<file path="src/design/array_clock_defines.svh">
// Register offsets, field positions and timing counts of the array clock generator
`ifndef ARRAY_CLOCK_DEFINES_SVH
`define ARRAY_CLOCK_DEFINES_SVH

// Register byte offsets
`define ACG_REG_CMD          4'h0
`define ACG_REG_STATUS       4'h4

// Command register fields
`define ACG_CMD_RUN          0
`define ACG_CMD_STEP         1
`define ACG_CMD_HOST_RESET_FLAG       2
`define ACG_CMD_PCLK         3
`define ACG_CMD_SHIFT        4
`define ACG_CMD_CAPTURE      5
`define ACG_CMD_TRANSFER     6

// Status register fields
`define ACG_ST_HALT          0
`define ACG_ST_SEQ_RESET     1
`define ACG_ST_MEM_ENABLE    2
`define ACG_ST_GRANT         3
`define ACG_ST_RESET_REQ     4
`define ACG_ST_CHAIN_OUT     5

// Low time of a run period in oscillator ticks; the high time is one tick
`define ACG_LOW_SEL00        4'h1
`define ACG_LOW_SEL01        4'h3
`define ACG_LOW_SEL10        4'h7
`define ACG_LOW_SEL11        4'hA

// Memory enable leads the rising edge by this many low ticks
`define ACG_ENABLE_LEAD      4'h2
// Sequencer clock periods produced by a reset sequence
`define ACG_RESET_CYCLES     2'h3
`define ACG_RESET_LAST       2'h1

`endif

</file>
<file path="src/design/array_clock_pkg.sv">
// Types shared by the array clock generator and its bench
package array_clock_pkg;

   typedef enum logic [2:0] {
      ST_HALT,
      ST_LOW,
      ST_HIGH,
      ST_RST_ENTER,
      ST_RST_LOW,
      ST_RST_HIGH,
      ST_RST_HALT
   } clk_state_e;

   typedef enum logic [2:0] {
      HP_IDLE,
      HP_WAIT,
      HP_GRANT,
      HP_STROBE,
      HP_ACK
   } host_phase_e;

   typedef struct packed {
      logic        cyc;
      logic        stb;
      logic        we;
      logic [3:0]  adr;
      logic [3:0]  sel;
      logic [31:0] dat;
   } wb_req_s;

   typedef struct packed {
      logic [31:0] dat;
      logic        ack;
   } wb_rsp_s;

endpackage

</file>
<file path="src/design/array_clock_generator.sv">
// Array clock generator, control sequencer, microcode store enables and serial diagnostic chain
//
// Contract
// - Memory write strobe low on last tick
// - Host access halts, then grant two ticks later
// - Host write strobe one tick after grant
// - Host cycle ack tick after write strobe
// - Go withdrawn in low: finish, halt with clock
// - Still no go next tick: drop memory enable
// - Go withdrawn while high: halt at once
// - Reset request is system reset or flag
// - Run reset: three two-tick clocks, reset low
// - Clocks clear reset flag; then resume run
// - Reset without go enters reset/halt mode
// - System reset clears run, step and reset flags
// - Go in reset/halt starts reset sequence
// - Halted reset plus step: three clocks, halt
// - Chip enable: memory enable or host access
// - Output enable: memory enable or host read
// - Write enable follows host write strobe
// - Pipe clocks follow clock plus host pulses
// - One serial chain of 288 bits, input to output
// - Host moves chain, parallel and microcode words
// - Store 8K by 88; address mux
// - Period select sets next low time
// - Go is run or step without access
// - Enable two ticks before, one after edge
// - Each sequencer clock clears step flag
`timescale 1ns/10ps
`include "array_clock_defines.svh"

module array_clock_generator #(
   parameter int CHAIN_W = 288,
   parameter int UWORD_W = 88,
   parameter int UADDR_W = 13
) (
   input  wire logic                          clk_i,
   input  wire logic                          rst_i,
   input  wire array_clock_pkg::wb_req_s      wb_req_i,
   output      array_clock_pkg::wb_rsp_s      wb_rsp_o,
   input  wire logic                          sys_reset_n_i,
   input  wire logic                          host_access_request_n_i,
   input  wire logic                          host_write_i,
   input  wire logic                          host_ucode_read_n_i,
   input  wire logic                          host_ucode_write_n_i,
   input  wire logic [UADDR_W-1:0]            host_data_i,
   input  wire logic [UADDR_W-1:0]            seq_addr_i,
   input  wire logic                          mem_write_req_n_i,
   input  wire logic                          period_select_high_i,
   input  wire logic                          period_select_low_i,
   input  wire logic [UWORD_W-1:0]            ucode_data_i,
   input  wire logic [CHAIN_W-1:0]            pipe_capture_i,
   input  wire logic                          serial_chain_in_i,
   output      logic                          array_clk_o,
   output      logic                          seq_clk_o,
   output      logic                          data_write_strobe_n_o,
   output      logic                          mem_enable_n_o,
   output      logic                          halt_o,
   output      logic                          seq_reset_n_o,
   output      logic                          host_mem_grant_n_o,
   output      logic                          host_write_request_n_o,
   output      logic                          host_cycle_ack_n_o,
   output      logic                          ucode_chip_enable_n_o,
   output      logic                          ucode_output_enable_n_o,
   output      logic                          ucode_write_enable_n_o,
   output      logic [UADDR_W-1:0]            ucode_addr_o,
   output      logic [UWORD_W-1:0]            ucode_write_data_o,
   output      logic                          pipe_parallel_clock_a_o,
   output      logic                          pipe_parallel_clock_b_o,
   output      logic [CHAIN_W-1:0]            pipe_word_o,
   output      logic                          serial_chain_out_o
);

   array_clock_pkg::clk_state_e  state;
   array_clock_pkg::clk_state_e  next_state;
   array_clock_pkg::host_phase_e host_phase;
   array_clock_pkg::host_phase_e next_host_phase;
   logic [3:0]         low_cnt;
   logic [3:0]         next_low_cnt;
   logic [3:0]         sel_low;
   logic [1:0]         rst_cnt;
   logic [1:0]         next_rst_cnt;
   logic [2:0]         sys_sync;
   logic               sys_reset;
   logic               run_flag;
   logic               single_step_flag;
   logic               host_reset_flag;
   logic               pclk_pulse;
   logic               shift_pulse;
   logic               capture_pulse;
   logic               transfer_pulse;
   logic               go;
   logic               reset_request;
   logic               halted;
   logic               next_clk;
   logic               next_halt;
   logic               next_mem_en;
   logic               next_seq_rst;
   logic               next_dstrobe;
   logic               seq_rise;
   logic               pipe_clk;
   logic               pipe_clk_q;
   logic               wb_hit;
   logic               wb_write;
   logic [CHAIN_W-1:0] chain;

   // System reset comes off the backplane: three stages, a change counts once two agree
   always_ff @(posedge clk_i) begin
      if (rst_i) begin
         sys_sync  <= 3'h7;
         sys_reset <= 1'b0;
      end else begin
         sys_sync <= {sys_sync[1:0], sys_reset_n_i};
         if (sys_sync[1] == sys_sync[2]) begin
            sys_reset <= ~sys_sync[2];
         end
      end
   end

   assign go            = (run_flag | single_step_flag) & host_access_request_n_i;
   assign reset_request = sys_reset | host_reset_flag;
   assign halted        = (state == array_clock_pkg::ST_HALT) || (state == array_clock_pkg::ST_RST_HALT);
   assign wb_hit        = wb_req_i.cyc & wb_req_i.stb & ~wb_rsp_o.ack;
   assign wb_write      = wb_hit & wb_req_i.we & wb_req_i.sel[0] & (wb_req_i.adr == `ACG_REG_CMD);

   always_comb begin
      unique case ({period_select_high_i, period_select_low_i})
         2'h0: sel_low = `ACG_LOW_SEL00;
         2'h1: sel_low = `ACG_LOW_SEL01;
         2'h2: sel_low = `ACG_LOW_SEL10;
         2'h3: sel_low = `ACG_LOW_SEL11;
      endcase
   end

   // Clock state machine; every strobe is computed from the next state so all change on one edge
   always_comb begin
      next_state   = state;
      next_low_cnt = low_cnt;
      next_rst_cnt = rst_cnt;
      unique case (state)
         array_clock_pkg::ST_HALT: begin
            if (go && reset_request) begin
               next_state   = array_clock_pkg::ST_RST_LOW;
               next_rst_cnt = `ACG_RESET_CYCLES;
            end else if (reset_request) begin
               next_state = array_clock_pkg::ST_RST_HALT;
            end else if (go) begin
               next_state   = array_clock_pkg::ST_LOW;
               next_low_cnt = sel_low;
            end
         end
         array_clock_pkg::ST_LOW: begin
            if (low_cnt == 4'h1) begin
               next_state = array_clock_pkg::ST_HIGH;
            end else begin
               next_low_cnt = low_cnt - 4'h1;
            end
         end
         array_clock_pkg::ST_HIGH: begin
            if (!go) begin
               next_state = reset_request ? array_clock_pkg::ST_RST_HALT
                                          : array_clock_pkg::ST_HALT;
            end else if (reset_request) begin
               next_state = array_clock_pkg::ST_RST_ENTER;
            end else begin
               next_state   = array_clock_pkg::ST_LOW;
               next_low_cnt = sel_low;
            end
         end
         array_clock_pkg::ST_RST_ENTER: begin
            next_state   = array_clock_pkg::ST_RST_LOW;
            next_rst_cnt = `ACG_RESET_CYCLES;
         end
         array_clock_pkg::ST_RST_LOW: begin
            next_state = array_clock_pkg::ST_RST_HIGH;
         end
         array_clock_pkg::ST_RST_HIGH: begin
            if (rst_cnt != `ACG_RESET_LAST) begin
               next_state   = array_clock_pkg::ST_RST_LOW;
               next_rst_cnt = rst_cnt - 2'h1;
            end else if (reset_request) begin
               // A held system reset keeps the sequencer clocked in reset
               next_state   = array_clock_pkg::ST_RST_LOW;
               next_rst_cnt = `ACG_RESET_CYCLES;
            end else if (go) begin
               next_state   = array_clock_pkg::ST_LOW;
               next_low_cnt = sel_low;
            end else begin
               next_state = array_clock_pkg::ST_HALT;
            end
         end
         array_clock_pkg::ST_RST_HALT: begin
            if (go) begin
               next_state   = array_clock_pkg::ST_RST_LOW;
               next_rst_cnt = `ACG_RESET_CYCLES;
            end
         end
      endcase
   end

   always_comb begin
      next_clk     = (next_state != array_clock_pkg::ST_LOW) && (next_state != array_clock_pkg::ST_RST_LOW);
      next_halt    = (next_state == array_clock_pkg::ST_HALT) || (next_state == array_clock_pkg::ST_RST_HALT)
                     || ((next_state == array_clock_pkg::ST_HIGH) && !go);
      next_mem_en  = ((next_state == array_clock_pkg::ST_LOW) && (next_low_cnt <= `ACG_ENABLE_LEAD))
                     || (next_state == array_clock_pkg::ST_HIGH)
                     || (next_state == array_clock_pkg::ST_RST_ENTER)
                     || (next_state == array_clock_pkg::ST_RST_LOW)
                     || (next_state == array_clock_pkg::ST_RST_HIGH);
      next_seq_rst = (next_state == array_clock_pkg::ST_RST_ENTER) || (next_state == array_clock_pkg::ST_RST_LOW)
                     || (next_state == array_clock_pkg::ST_RST_HIGH) || (next_state == array_clock_pkg::ST_RST_HALT);
      next_dstrobe = ((next_state == array_clock_pkg::ST_LOW) && (next_low_cnt == 4'h1) && !mem_write_req_n_i)
                     || ((next_host_phase == array_clock_pkg::HP_STROBE) && host_write_i);
   end

   always_ff @(posedge clk_i) begin
      if (rst_i) begin
         state   <= array_clock_pkg::ST_HALT;
         low_cnt <= `ACG_LOW_SEL00;
         rst_cnt <= `ACG_RESET_CYCLES;
      end else begin
         state   <= next_state;
         low_cnt <= next_low_cnt;
         rst_cnt <= next_rst_cnt;
      end
   end

   // Registered strobes; the array clock and its derivatives rise on the same oscillator edge
   always_ff @(posedge clk_i) begin
      if (rst_i) begin
         array_clk_o           <= 1'b1;
         seq_clk_o             <= 1'b1;
         pipe_clk_q            <= 1'b1;
         halt_o                <= 1'b1;
         mem_enable_n_o        <= 1'b1;
         seq_reset_n_o         <= 1'b1;
         data_write_strobe_n_o <= 1'b1;
      end else begin
         array_clk_o           <= next_clk;
         seq_clk_o             <= next_clk;
         pipe_clk_q            <= next_clk & ~pclk_pulse;
         halt_o                <= next_halt;
         mem_enable_n_o        <= ~next_mem_en;
         seq_reset_n_o         <= ~next_seq_rst;
         data_write_strobe_n_o <= ~next_dstrobe;
      end
   end

   assign seq_rise                = next_clk & ~seq_clk_o;
   assign pipe_clk                = next_clk & ~pclk_pulse;
   assign pipe_parallel_clock_a_o = pipe_clk_q;
   assign pipe_parallel_clock_b_o = pipe_clk_q;

   // Host data memory access handshake, started only once the clock stands halted
   always_comb begin
      next_host_phase = host_phase;
      if (host_access_request_n_i) begin
         next_host_phase = array_clock_pkg::HP_IDLE;
      end else begin
         unique case (host_phase)
            array_clock_pkg::HP_IDLE:   if (halted) next_host_phase = array_clock_pkg::HP_WAIT;
            array_clock_pkg::HP_WAIT:   next_host_phase = array_clock_pkg::HP_GRANT;
            array_clock_pkg::HP_GRANT:  next_host_phase = array_clock_pkg::HP_STROBE;
            array_clock_pkg::HP_STROBE: next_host_phase = array_clock_pkg::HP_ACK;
            array_clock_pkg::HP_ACK:    next_host_phase = array_clock_pkg::HP_ACK;
         endcase
      end
   end

   always_ff @(posedge clk_i) begin
      if (rst_i) begin
         host_phase             <= array_clock_pkg::HP_IDLE;
         host_mem_grant_n_o     <= 1'b1;
         host_write_request_n_o <= 1'b1;
         host_cycle_ack_n_o     <= 1'b1;
      end else begin
         host_phase             <= next_host_phase;
         host_mem_grant_n_o     <= (next_host_phase == array_clock_pkg::HP_IDLE)
                                   || (next_host_phase == array_clock_pkg::HP_WAIT);
         host_write_request_n_o <= ~host_write_i || (next_host_phase == array_clock_pkg::HP_IDLE)
                                   || (next_host_phase == array_clock_pkg::HP_WAIT);
         host_cycle_ack_n_o     <= (next_host_phase != array_clock_pkg::HP_ACK);
      end
   end

   // Command flags; a sequencer clock clear loses to a set written in the same cycle, a system reset wins
   always_ff @(posedge clk_i) begin
      if (rst_i || sys_reset) begin
         run_flag         <= 1'b0;
         single_step_flag <= 1'b0;
         host_reset_flag  <= 1'b0;
      end else if (wb_write) begin
         run_flag         <= wb_req_i.dat[`ACG_CMD_RUN];
         single_step_flag <= wb_req_i.dat[`ACG_CMD_STEP] | (single_step_flag & ~seq_rise);
         host_reset_flag  <= wb_req_i.dat[`ACG_CMD_HOST_RESET_FLAG] | (host_reset_flag & ~seq_rise);
      end else if (seq_rise) begin
         single_step_flag <= 1'b0;
         host_reset_flag  <= 1'b0;
      end
   end

   always_ff @(posedge clk_i) begin
      if (rst_i) begin
         pclk_pulse     <= 1'b0;
         shift_pulse    <= 1'b0;
         capture_pulse  <= 1'b0;
         transfer_pulse <= 1'b0;
      end else begin
         pclk_pulse     <= wb_write & wb_req_i.dat[`ACG_CMD_PCLK];
         shift_pulse    <= wb_write & wb_req_i.dat[`ACG_CMD_SHIFT];
         capture_pulse  <= wb_write & wb_req_i.dat[`ACG_CMD_CAPTURE];
         transfer_pulse <= wb_write & wb_req_i.dat[`ACG_CMD_TRANSFER];
      end
   end

   // Serial diagnostic chain and the parallel pipeline word behind it
   always_ff @(posedge clk_i) begin
      if (rst_i) begin
         chain <= '0;
      end else if (capture_pulse) begin
         chain <= pipe_capture_i;
      end else if (shift_pulse) begin
         chain <= {chain[CHAIN_W-2:0], serial_chain_in_i};
      end
   end

   // A pipe clock edge takes the store output, so a host read lands in the low word
   always_ff @(posedge clk_i) begin
      if (rst_i) begin
         pipe_word_o <= '0;
      end else if (transfer_pulse) begin
         pipe_word_o <= chain;
      end else if (pipe_clk & ~pipe_clk_q) begin
         pipe_word_o[UWORD_W-1:0] <= ucode_data_i;
      end
   end

   assign serial_chain_out_o      = chain[CHAIN_W-1];
   assign ucode_write_data_o      = chain[UWORD_W-1:0];
   assign ucode_chip_enable_n_o   = mem_enable_n_o & host_ucode_read_n_i & host_ucode_write_n_i;
   assign ucode_output_enable_n_o = mem_enable_n_o & host_ucode_read_n_i;
   assign ucode_write_enable_n_o  = host_ucode_write_n_i;
   assign ucode_addr_o            = (host_ucode_read_n_i & host_ucode_write_n_i) ? seq_addr_i : host_data_i;

   // Classic Wishbone slave: one wait state, unmapped offsets answer zero
   always_ff @(posedge clk_i) begin
      if (rst_i) begin
         wb_rsp_o <= '0;
      end else begin
         wb_rsp_o.ack <= wb_hit;
         wb_rsp_o.dat <= 32'h0;
         if (wb_hit && !wb_req_i.we) begin
            unique case (wb_req_i.adr)
               `ACG_REG_CMD: begin
                  wb_rsp_o.dat[`ACG_CMD_RUN]    <= run_flag;
                  wb_rsp_o.dat[`ACG_CMD_STEP]   <= single_step_flag;
                  wb_rsp_o.dat[`ACG_CMD_HOST_RESET_FLAG] <= host_reset_flag;
               end
               `ACG_REG_STATUS: begin
                  wb_rsp_o.dat[`ACG_ST_HALT]       <= halt_o;
                  wb_rsp_o.dat[`ACG_ST_SEQ_RESET]  <= ~seq_reset_n_o;
                  wb_rsp_o.dat[`ACG_ST_MEM_ENABLE] <= ~mem_enable_n_o;
                  wb_rsp_o.dat[`ACG_ST_GRANT]      <= ~host_mem_grant_n_o;
                  wb_rsp_o.dat[`ACG_ST_RESET_REQ]  <= reset_request;
                  wb_rsp_o.dat[`ACG_ST_CHAIN_OUT]  <= chain[CHAIN_W-1];
               end
               default: wb_rsp_o.dat <= 32'h0;
            endcase
         end
      end
   end

endmodule // array_clock_generator

</file>
<file path="config.mk">
export PLATFORM = sky130hd
export DESIGN_NAME = array_clock_generator
export DESIGN_NICKNAME = d
export VERILOG_FILES = /design/src/design/array_clock_pkg.sv /design/src/design/array_clock_generator.sv
export VERILOG_INCLUDE_DIRS = /design/src /design/src/design
export SDC_FILE = /design/constraint.sdc
export NUM_CORES = 1
export LEC_CHECK = 0
export BUFFER_PORTS_ARGS = -buffer_cell sky130_fd_sc_hd__buf_4
export CAP_MARGIN = 5
export CORE_AREA = 2 2 351 353
export CTS_BUF_LIST = sky130_fd_sc_hd__clkbuf_16
export CTS_CLUSTER_DIAMETER = 60
export DETAILED_ROUTE_END_ITERATION = 7
export DIE_AREA = 0 0 353 355
export HOLD_SLACK_MARGIN = 0.12
export PLACE_DENSITY_LB_ADDON = 0.08
export SYNTH_ARGS = -nofsm -noshare
export SYNTH_HDL_FRONTEND = slang
export SYNTH_SLANG_ARGS = --single-unit
</file>
<file path="constraint.sdc">
create_clock -name clk_i -period 2.45 [get_ports clk_i]
set_input_delay 0.245 -clock clk_i [delete_from_list [all_inputs] [get_ports clk_i]]
set_output_delay 0.245 -clock clk_i [all_outputs]
set_load 0.02 [all_outputs]
</file>
=== After elaboration in Yosys (flattened, before gate mapping) ===
Cells that the tools add are included.

* Shifts and indexed selects: 0
* $add $sub $neg: 2
* Equality and inequality tests: 32
* Multiply operators: 0
* Bitwise gates (word level): 37
* Multiplexer cells: 38
* Div/mod/pow operators: 0
* Reductions and logical operators: 40
* Magnitude comparators: 1

{| class="wikitable"
|+ Operators with widths
! kind !! number
|-
| 288-bit two-way mux || 2
|-
| 88-bit two-way mux || 2
|-
| 3-bit two-way mux || 11
|-
| 4-bit one-hot mux with 4 select lines || 2
|-
| 4-bit two-way mux || 7
|-
| 3-bit by 2-bit == test with 1-bit output (second input constant) || 7
|-
| 3-bit == test (second input constant) || 7
|-
| 3-bit one-hot mux with 7 select lines || 1
|-
| 1-bit AND || 18
|-
| 1-bit logical OR || 15
|-
| 1-bit NOT || 15
|-
| 13-bit two-way mux || 1
|-
| 3-bit by 1-bit == test with 1-bit output (second input constant) || 4
|-
| 3-bit logical NOT || 4
|-
| 3-bit one-hot mux with 4 select lines || 1
|-
| 2-bit two-way mux || 5
|-
| 3-bit inequality test (second input constant) || 3
|-
| 4-bit by 1-bit == test with 1-bit output (second input constant) || 2
|-
| 1-bit logical AND || 8
|-
| 2-bit one-hot mux with 4 select lines || 1
|-
| 3-bit one-hot mux with 2 select lines || 1
|-
| 2-bit nonzero test || 3
|-
| 2-bit == test (second input constant) || 2
|-
| 4-bit by 3-bit == test with 1-bit output (second input constant) || 1
|-
| 17 further kinds || 27
|}

* Input bits: 456
* Flip-flop bits (word level): 641
* Output and inout bits: 437
* Logic and storage cells: 179
* Memories: 0
* Memory bits (read-only): 0
* Memory bits (writable): 0
* Bits in latches: 0

=== Longest topological paths before layout ===
* Word-level depth: 13
* Depth in mapped cells: 12
* Depth with buffers taken out: 8

=== Least setup slack after synthesis ===
Ideal clock, no wire load.

* Path kind: reg2reg
* Start point: reg sys_reset
* End point: reg pipe_word_o[85]
* Clock period less this slack: 2.325 ns
* Stages on the path, launching flop included: 12
* Path slack: 0.125 ns
* Setup time: 0.150 ns
* Arrival: 2.175 ns
* Cell sequence: dfxtp_1 > or2_1 > buf_4 > o32ai_1 > a221o_1 > buf_6 > or3_1 > buf_6 > buf_6 > buf_6 > a41oi_2 > a221oi_2

* Longest elaborated chain between the ends: 9

{| class="wikitable"
|+ RTL lines
! what !! RTL line !! text
|-
| start: declaration || array_clock_generator.sv:84 || <nowiki>logic sys_reset;</nowiki>
|-
| start signal: assignment || array_clock_generator.sv:115 || <nowiki>sys_reset <= ~sys_sync[2];</nowiki>
|-
| 1-bit bitwise OR * || array_clock_generator.sv:121 || <nowiki>assign reset_request = sys_reset | host_reset_flag;</nowiki>
|-
| 3-bit two-way mux, or another cell as far along || array_clock_generator.sv:181 || <nowiki>end else if (reset_request) begin</nowiki>
|-
| 3-bit two-way mux, on equally long branches || array_clock_generator.sv:178, array_clock_generator.sv:142, array_clock_generator.sv:160 ||
|-
| 3-bit one-hot mux with 7 select lines * || array_clock_generator.sv:140 || <nowiki>unique case (state)</nowiki>
|-
| 3-bit by 1-bit inequality test with 1-bit output / 3-bit inequality test (equally long branches) || array_clock_generator.sv:202 || <nowiki>next_clk = (next_state != array_clock_pkg::ST_LOW) && (next_state != array_clock_pkg::ST_RST_LOW);</nowiki>
|-
| 1-bit logical AND * || array_clock_generator.sv:202 ||
|-
| 1-bit AND * || array_clock_generator.sv:250 || <nowiki>assign pipe_clk = next_clk & ~pclk_pulse;</nowiki>
|-
| 1-bit AND * || array_clock_generator.sv:333 || <nowiki>end else if (pipe_clk & ~pipe_clk_q) begin</nowiki>
|-
| 2-bit nonzero test (no line) * || -- ||
|-
| end signal: assignment || array_clock_generator.sv:332 || <nowiki>pipe_word_o <= chain;</nowiki>
|-
| end signal: indexed assignment || array_clock_generator.sv:334 || <nowiki>pipe_word_o[UWORD_W-1:0] <= ucode_data_i;</nowiki>
|-
| end: declaration || array_clock_generator.sv:70 || <nowiki>output logic [CHAIN_W-1:0] pipe_word_o,</nowiki>
|}

Mark *: on every way between the ends. The rest lies on a longest branch, timed or not.
A chain may end at the register's enable or synchronous reset.

=== Worst setup path in the final report ===
* Start point: reg host_reset_flag
* End point: reg pipe_word_o[36]

* Longest elaborated chain between the ends: 9

{| class="wikitable"
|+ RTL lines
! what !! RTL line !! text
|-
| start: declaration || array_clock_generator.sv:87 || <nowiki>logic host_reset_flag;</nowiki>
|-
| start signal: assignment || array_clock_generator.sv:295 || <nowiki>host_reset_flag <= wb_req_i.dat[`ACG_CMD_HOST_RESET_FLAG] | (host_reset_flag & ~seq_rise);</nowiki>
|-
| 1-bit bitwise OR * || array_clock_generator.sv:121 ||
|-
| 3-bit two-way mux, or another cell as far along || array_clock_generator.sv:181 ||
|-
| 3-bit two-way mux, on equally long branches || array_clock_generator.sv:178, array_clock_generator.sv:142, array_clock_generator.sv:160 ||
|-
| 3-bit one-hot mux with 7 select lines * || array_clock_generator.sv:140 ||
|-
| 3-bit by 1-bit inequality test with 1-bit output / 3-bit inequality test (equally long branches) || array_clock_generator.sv:202 ||
|-
| 1-bit logical AND * || array_clock_generator.sv:202 ||
|-
| 1-bit AND * || array_clock_generator.sv:250 ||
|-
| 1-bit AND * || array_clock_generator.sv:333 ||
|-
| 2-bit nonzero test (no line) * || -- ||
|}

Marks and branches as above.

==> impl_metrics.csv <==
group,metric,value,unit
outcome,status,"finished with violations",
outcome,violations,"setup timing",
route,firstDrtPassIters,5,
min_path,hp-class,"in2reg",
timing,fmax,0.405,GHz
timing,setup_viol,3,
clock_tree,path_clk_slew,0.06,ns
global_route,grt.overflow.total,0,
place,port_buffers,838,
floorplan,ios,893,
cells_and_area,finalNonFillerCells,5934,
yosys,ys_types,56,
worst_setup_path,critPathMostFrequentCell,"buf_12",
yosys,yosys_register_bits,615,
timing,fin_crit_sh,101,%
worst_setup_path,critPathCaptureType,"flip-flop",
pwr,p_sw,6.00,mW
cells_and_area,final_nets,4684,
worst_setup_path,arrival,3.03,ns
yosys,synth_cells,3084,
route,vias,26145,
worst_setup_path,criticalPathCategory,"reg2reg",
yosys,yosys-top-cells-count,"nor2_1, dfxtp_1, mux2i_1",
worst_setup_path,cp_slowest_cell,"or4b_4",
yosys,synth_edf_count,0,
clock_tree,cts_buffer_depth,3,
cells_and_area,post-route-util,35.6,%
clock_tree,h-tree-depth,3,
floorplan,row_count,128,
worst_setup_path,crit_path_start_kind,"flip-flop",
pwr,clkPwrFrac,51.0,%
timing,worst_pin_slew,0.580,ns
global_route,first_global_vias,26281,
worst_setup_path,cp_cell_sequence,"or4b_4 -> o32ai_2 -> a221o_1 -> buf_6 -> and3b_4 -> buf_12 -> buf_12 -> buf_12 -> buf_16 -> o31ai_2 -> a221oi_1",
worst_setup_path,crit_required,3.02,ns
yosys,syn_avg_cell_area,8.87,sq um
pwr,leakage,17.0,nW
clock_tree,cts_buffers,88,
timing,slew_headroom,61.3,%
cells_and_area,drive_gt1_share,28.6,%
yosys,yosysMostFrequentCell,"nor2_1",
pwr,swShare,24.4,%
clock_tree,cts_tree,"done",
global_route,antenna_found_initial,34,
place,dp_hpwl,83900,microns
floorplan,design.core.area,121000,sq um
timing,fin_setup_tns,-0.0267,ns
worst_setup_path,critPathMaxFanout,7,
pwr,peakVddDrop,0.000549,V
global_route,track_usage,17.8,%
yosys,synth_ff_type,"dfxtp_1",
route,wl_per_cell,19.7,microns
worst_setup_path,critPathBufInv,5,
route,via_per_inst,4.41,
floorplan,start_util,22.5,%
route,drc,0,
timing,hold_ws,0.260,ns
yosys,seq_area_frac_synth,45.0,%
clock_tree,root_buffer,"clkbuf_16",
route,ant_nets,0,
yosys,async_flop_share,0,%
timing,fin_skew,0.0410,ns
timing,fin_crit,2.47,ns
flow_run,cap_violations,0,
route,drt_iter0_drc,1241,
floorplan,die_w,353,microns
timing,final.setup.worst_slack,-0.0185,ns
place,dpl.cell_count,5313,
pwr,p_seq_share,41.1,%
worst_setup_path,critPathTopFamily,"simple AND/OR/NAND/NOR gates",
timing,rsz0062_at_grt,"yes",
yosys,synthTopCellsByArea,"dfxtp_1, mux2i_1, nor2_1",
clock_tree,clk_latency,0.67,ns
yosys,synth_warnings,0,
worst_setup_path,r2r_setup_slack,-0.02,ns
pwr,comb_power_share,8.0,%
yosys,yosys.area.top_type,"dfxtp_1",
clock_tree,clock_sinks,615,
global_route,grt_max_degree,123,
route,wirelength,117000,microns
global_route,grt_pass1_wl,172000,microns
yosys,synth_area,27300,sq um
floorplan,die_area,125000,sq um
timing,hold_viol_final,0,
worst_setup_path,cpPeakStageDelay,0.54,ns
timing,slew_viol_final,0,
pwr,power_density,568,nW/um^2
yosys,synth_top_cell_area_share,45.0,%
floorplan,die_h,355,microns
place,place_congestion,0.793,
pwr,internal-power,18.6,mW
cells_and_area,area_growth,58.2,%
[path summary, 6_finish.rpt]
path	start	cells past startpoint	to
worst min register to register	sys_sync[0]	1	sys_sync[1]
worst min-delay path	wb_req_i[39]	4	wb_rsp_o[6]
worst max-delay path	host_reset_flag	11	pipe_word_o[36]
worst max register to register	host_reset_flag	11	pipe_word_o[36]
[area by class of cell]
type | count | area, sq um
inverters | 93 | 349
fillers | 12784 | 78100
diodes | 15 | 37.5
clock inverters | 70 | 627
well taps | 1625 | 2030
clock buffers | 88 | 2200
flip-flops and latches | 615 | 12300
multi-input cells | 2014 | 13300
repair buffers | 1414 | 12400
[logic make-up (layout without fill, tap and decap cells)]
family          Yosys count  in the layout  share of synthesized area [%]
flops                   615            615                           45.0
other cells               1             41                         0.0137
xor+xnor                  5              5                          0.160
simple gates            873            874                           12.6
compound gates          604            604                           15.2
buf+inv                 481           1665                           8.48
mux                     503            503                           18.5
fa+ha+maj                 2              2                         0.0915
[stage by stage]
step,setup WS [ns],cell area (sq um),total power [mW]
floorplan,0.125,27400,10.8
global placement,-0.205,35300,11.6
detailed placement,-0.228,35300,11.6
CTS,0.00273,42700,25.0
global route,-0.132,43300,25.6
finish,-0.0185,43300,24.6
[worst register-to-register path, stage by stage, from the launching register on]
cell and delay [ns]:
dfxtp_4 0.36, or4b_4 0.54, o32ai_2 0.11, a221o_1 0.23, buf_6 0.13, and3b_4 0.22, buf_12 0.11, buf_12 0.13
buf_12 0.11, buf_16 0.13, o31ai_2 0.07, a221oi_1 0.24
[routing by layer]
metal	global-route usage, %	vias up	wire [microns]
li1	-	12927	-
met1	21.7	12242	49000
met2	29.5	769	55400
met3	6.72	171	9670
met4	4.72	36	2760
met5	0	-	218
[registers in the layout (all words and copies together), names as in the netlist, 2 cells and up]
signal and count:
chain 288, host_phase 3, pipe_word_o 288, wb_rsp_o 7, rst_cnt 2, low_cnt 4
sys_sync 3, state 3
[power groups by stage]
stage	Combinational (mW)	Sequential, mW	Clock (mW)
after floorplan	0.446	10.3	0
after global placement	1.34	10.3	0
after detailed placement	1.33	10.3	0
after CTS	1.94	10.1	13.0
after global routing	2.08	10.1	13.4
final	1.95	10.1	12.5
[timing repair]
item	in CTS	in global routing
buffers inserted	19	3
endpoints found under the setup margin	90	90
resized for setup	23	77
pin swaps	13	17
hold buffers	423	0
gates cloned	3	1
endpoints found under the hold margin	417	0
[cell usage in the layout (no fill, tap or decap), types with 6 or more instances in the layout]
cell             n
conb_1          26
mux2i_1        490
nor2_1         798
dlygate4sd3_1  423
a41oi_1         51
nand2_1         19
a21oi_1        293
o21ai_0          9
a221oi_2        20
buf_4          927
o31ai_4          6
inv_1          113
clkinv_2        13
mux2_2          13
dfxtp_1        606
clkinvlp_4       8
buf_12          44
buf_6           14
diode_2         15
clkinv_1        14
and2_1           6
bufinv_16        8
nor2b_1          6
a221oi_1        69
a41oi_2         37
a211oi_1         7
o31ai_2          7
clkbuf_16       89
o31ai_1         80
No activity file was read; power rests on OpenSTA's default activity.
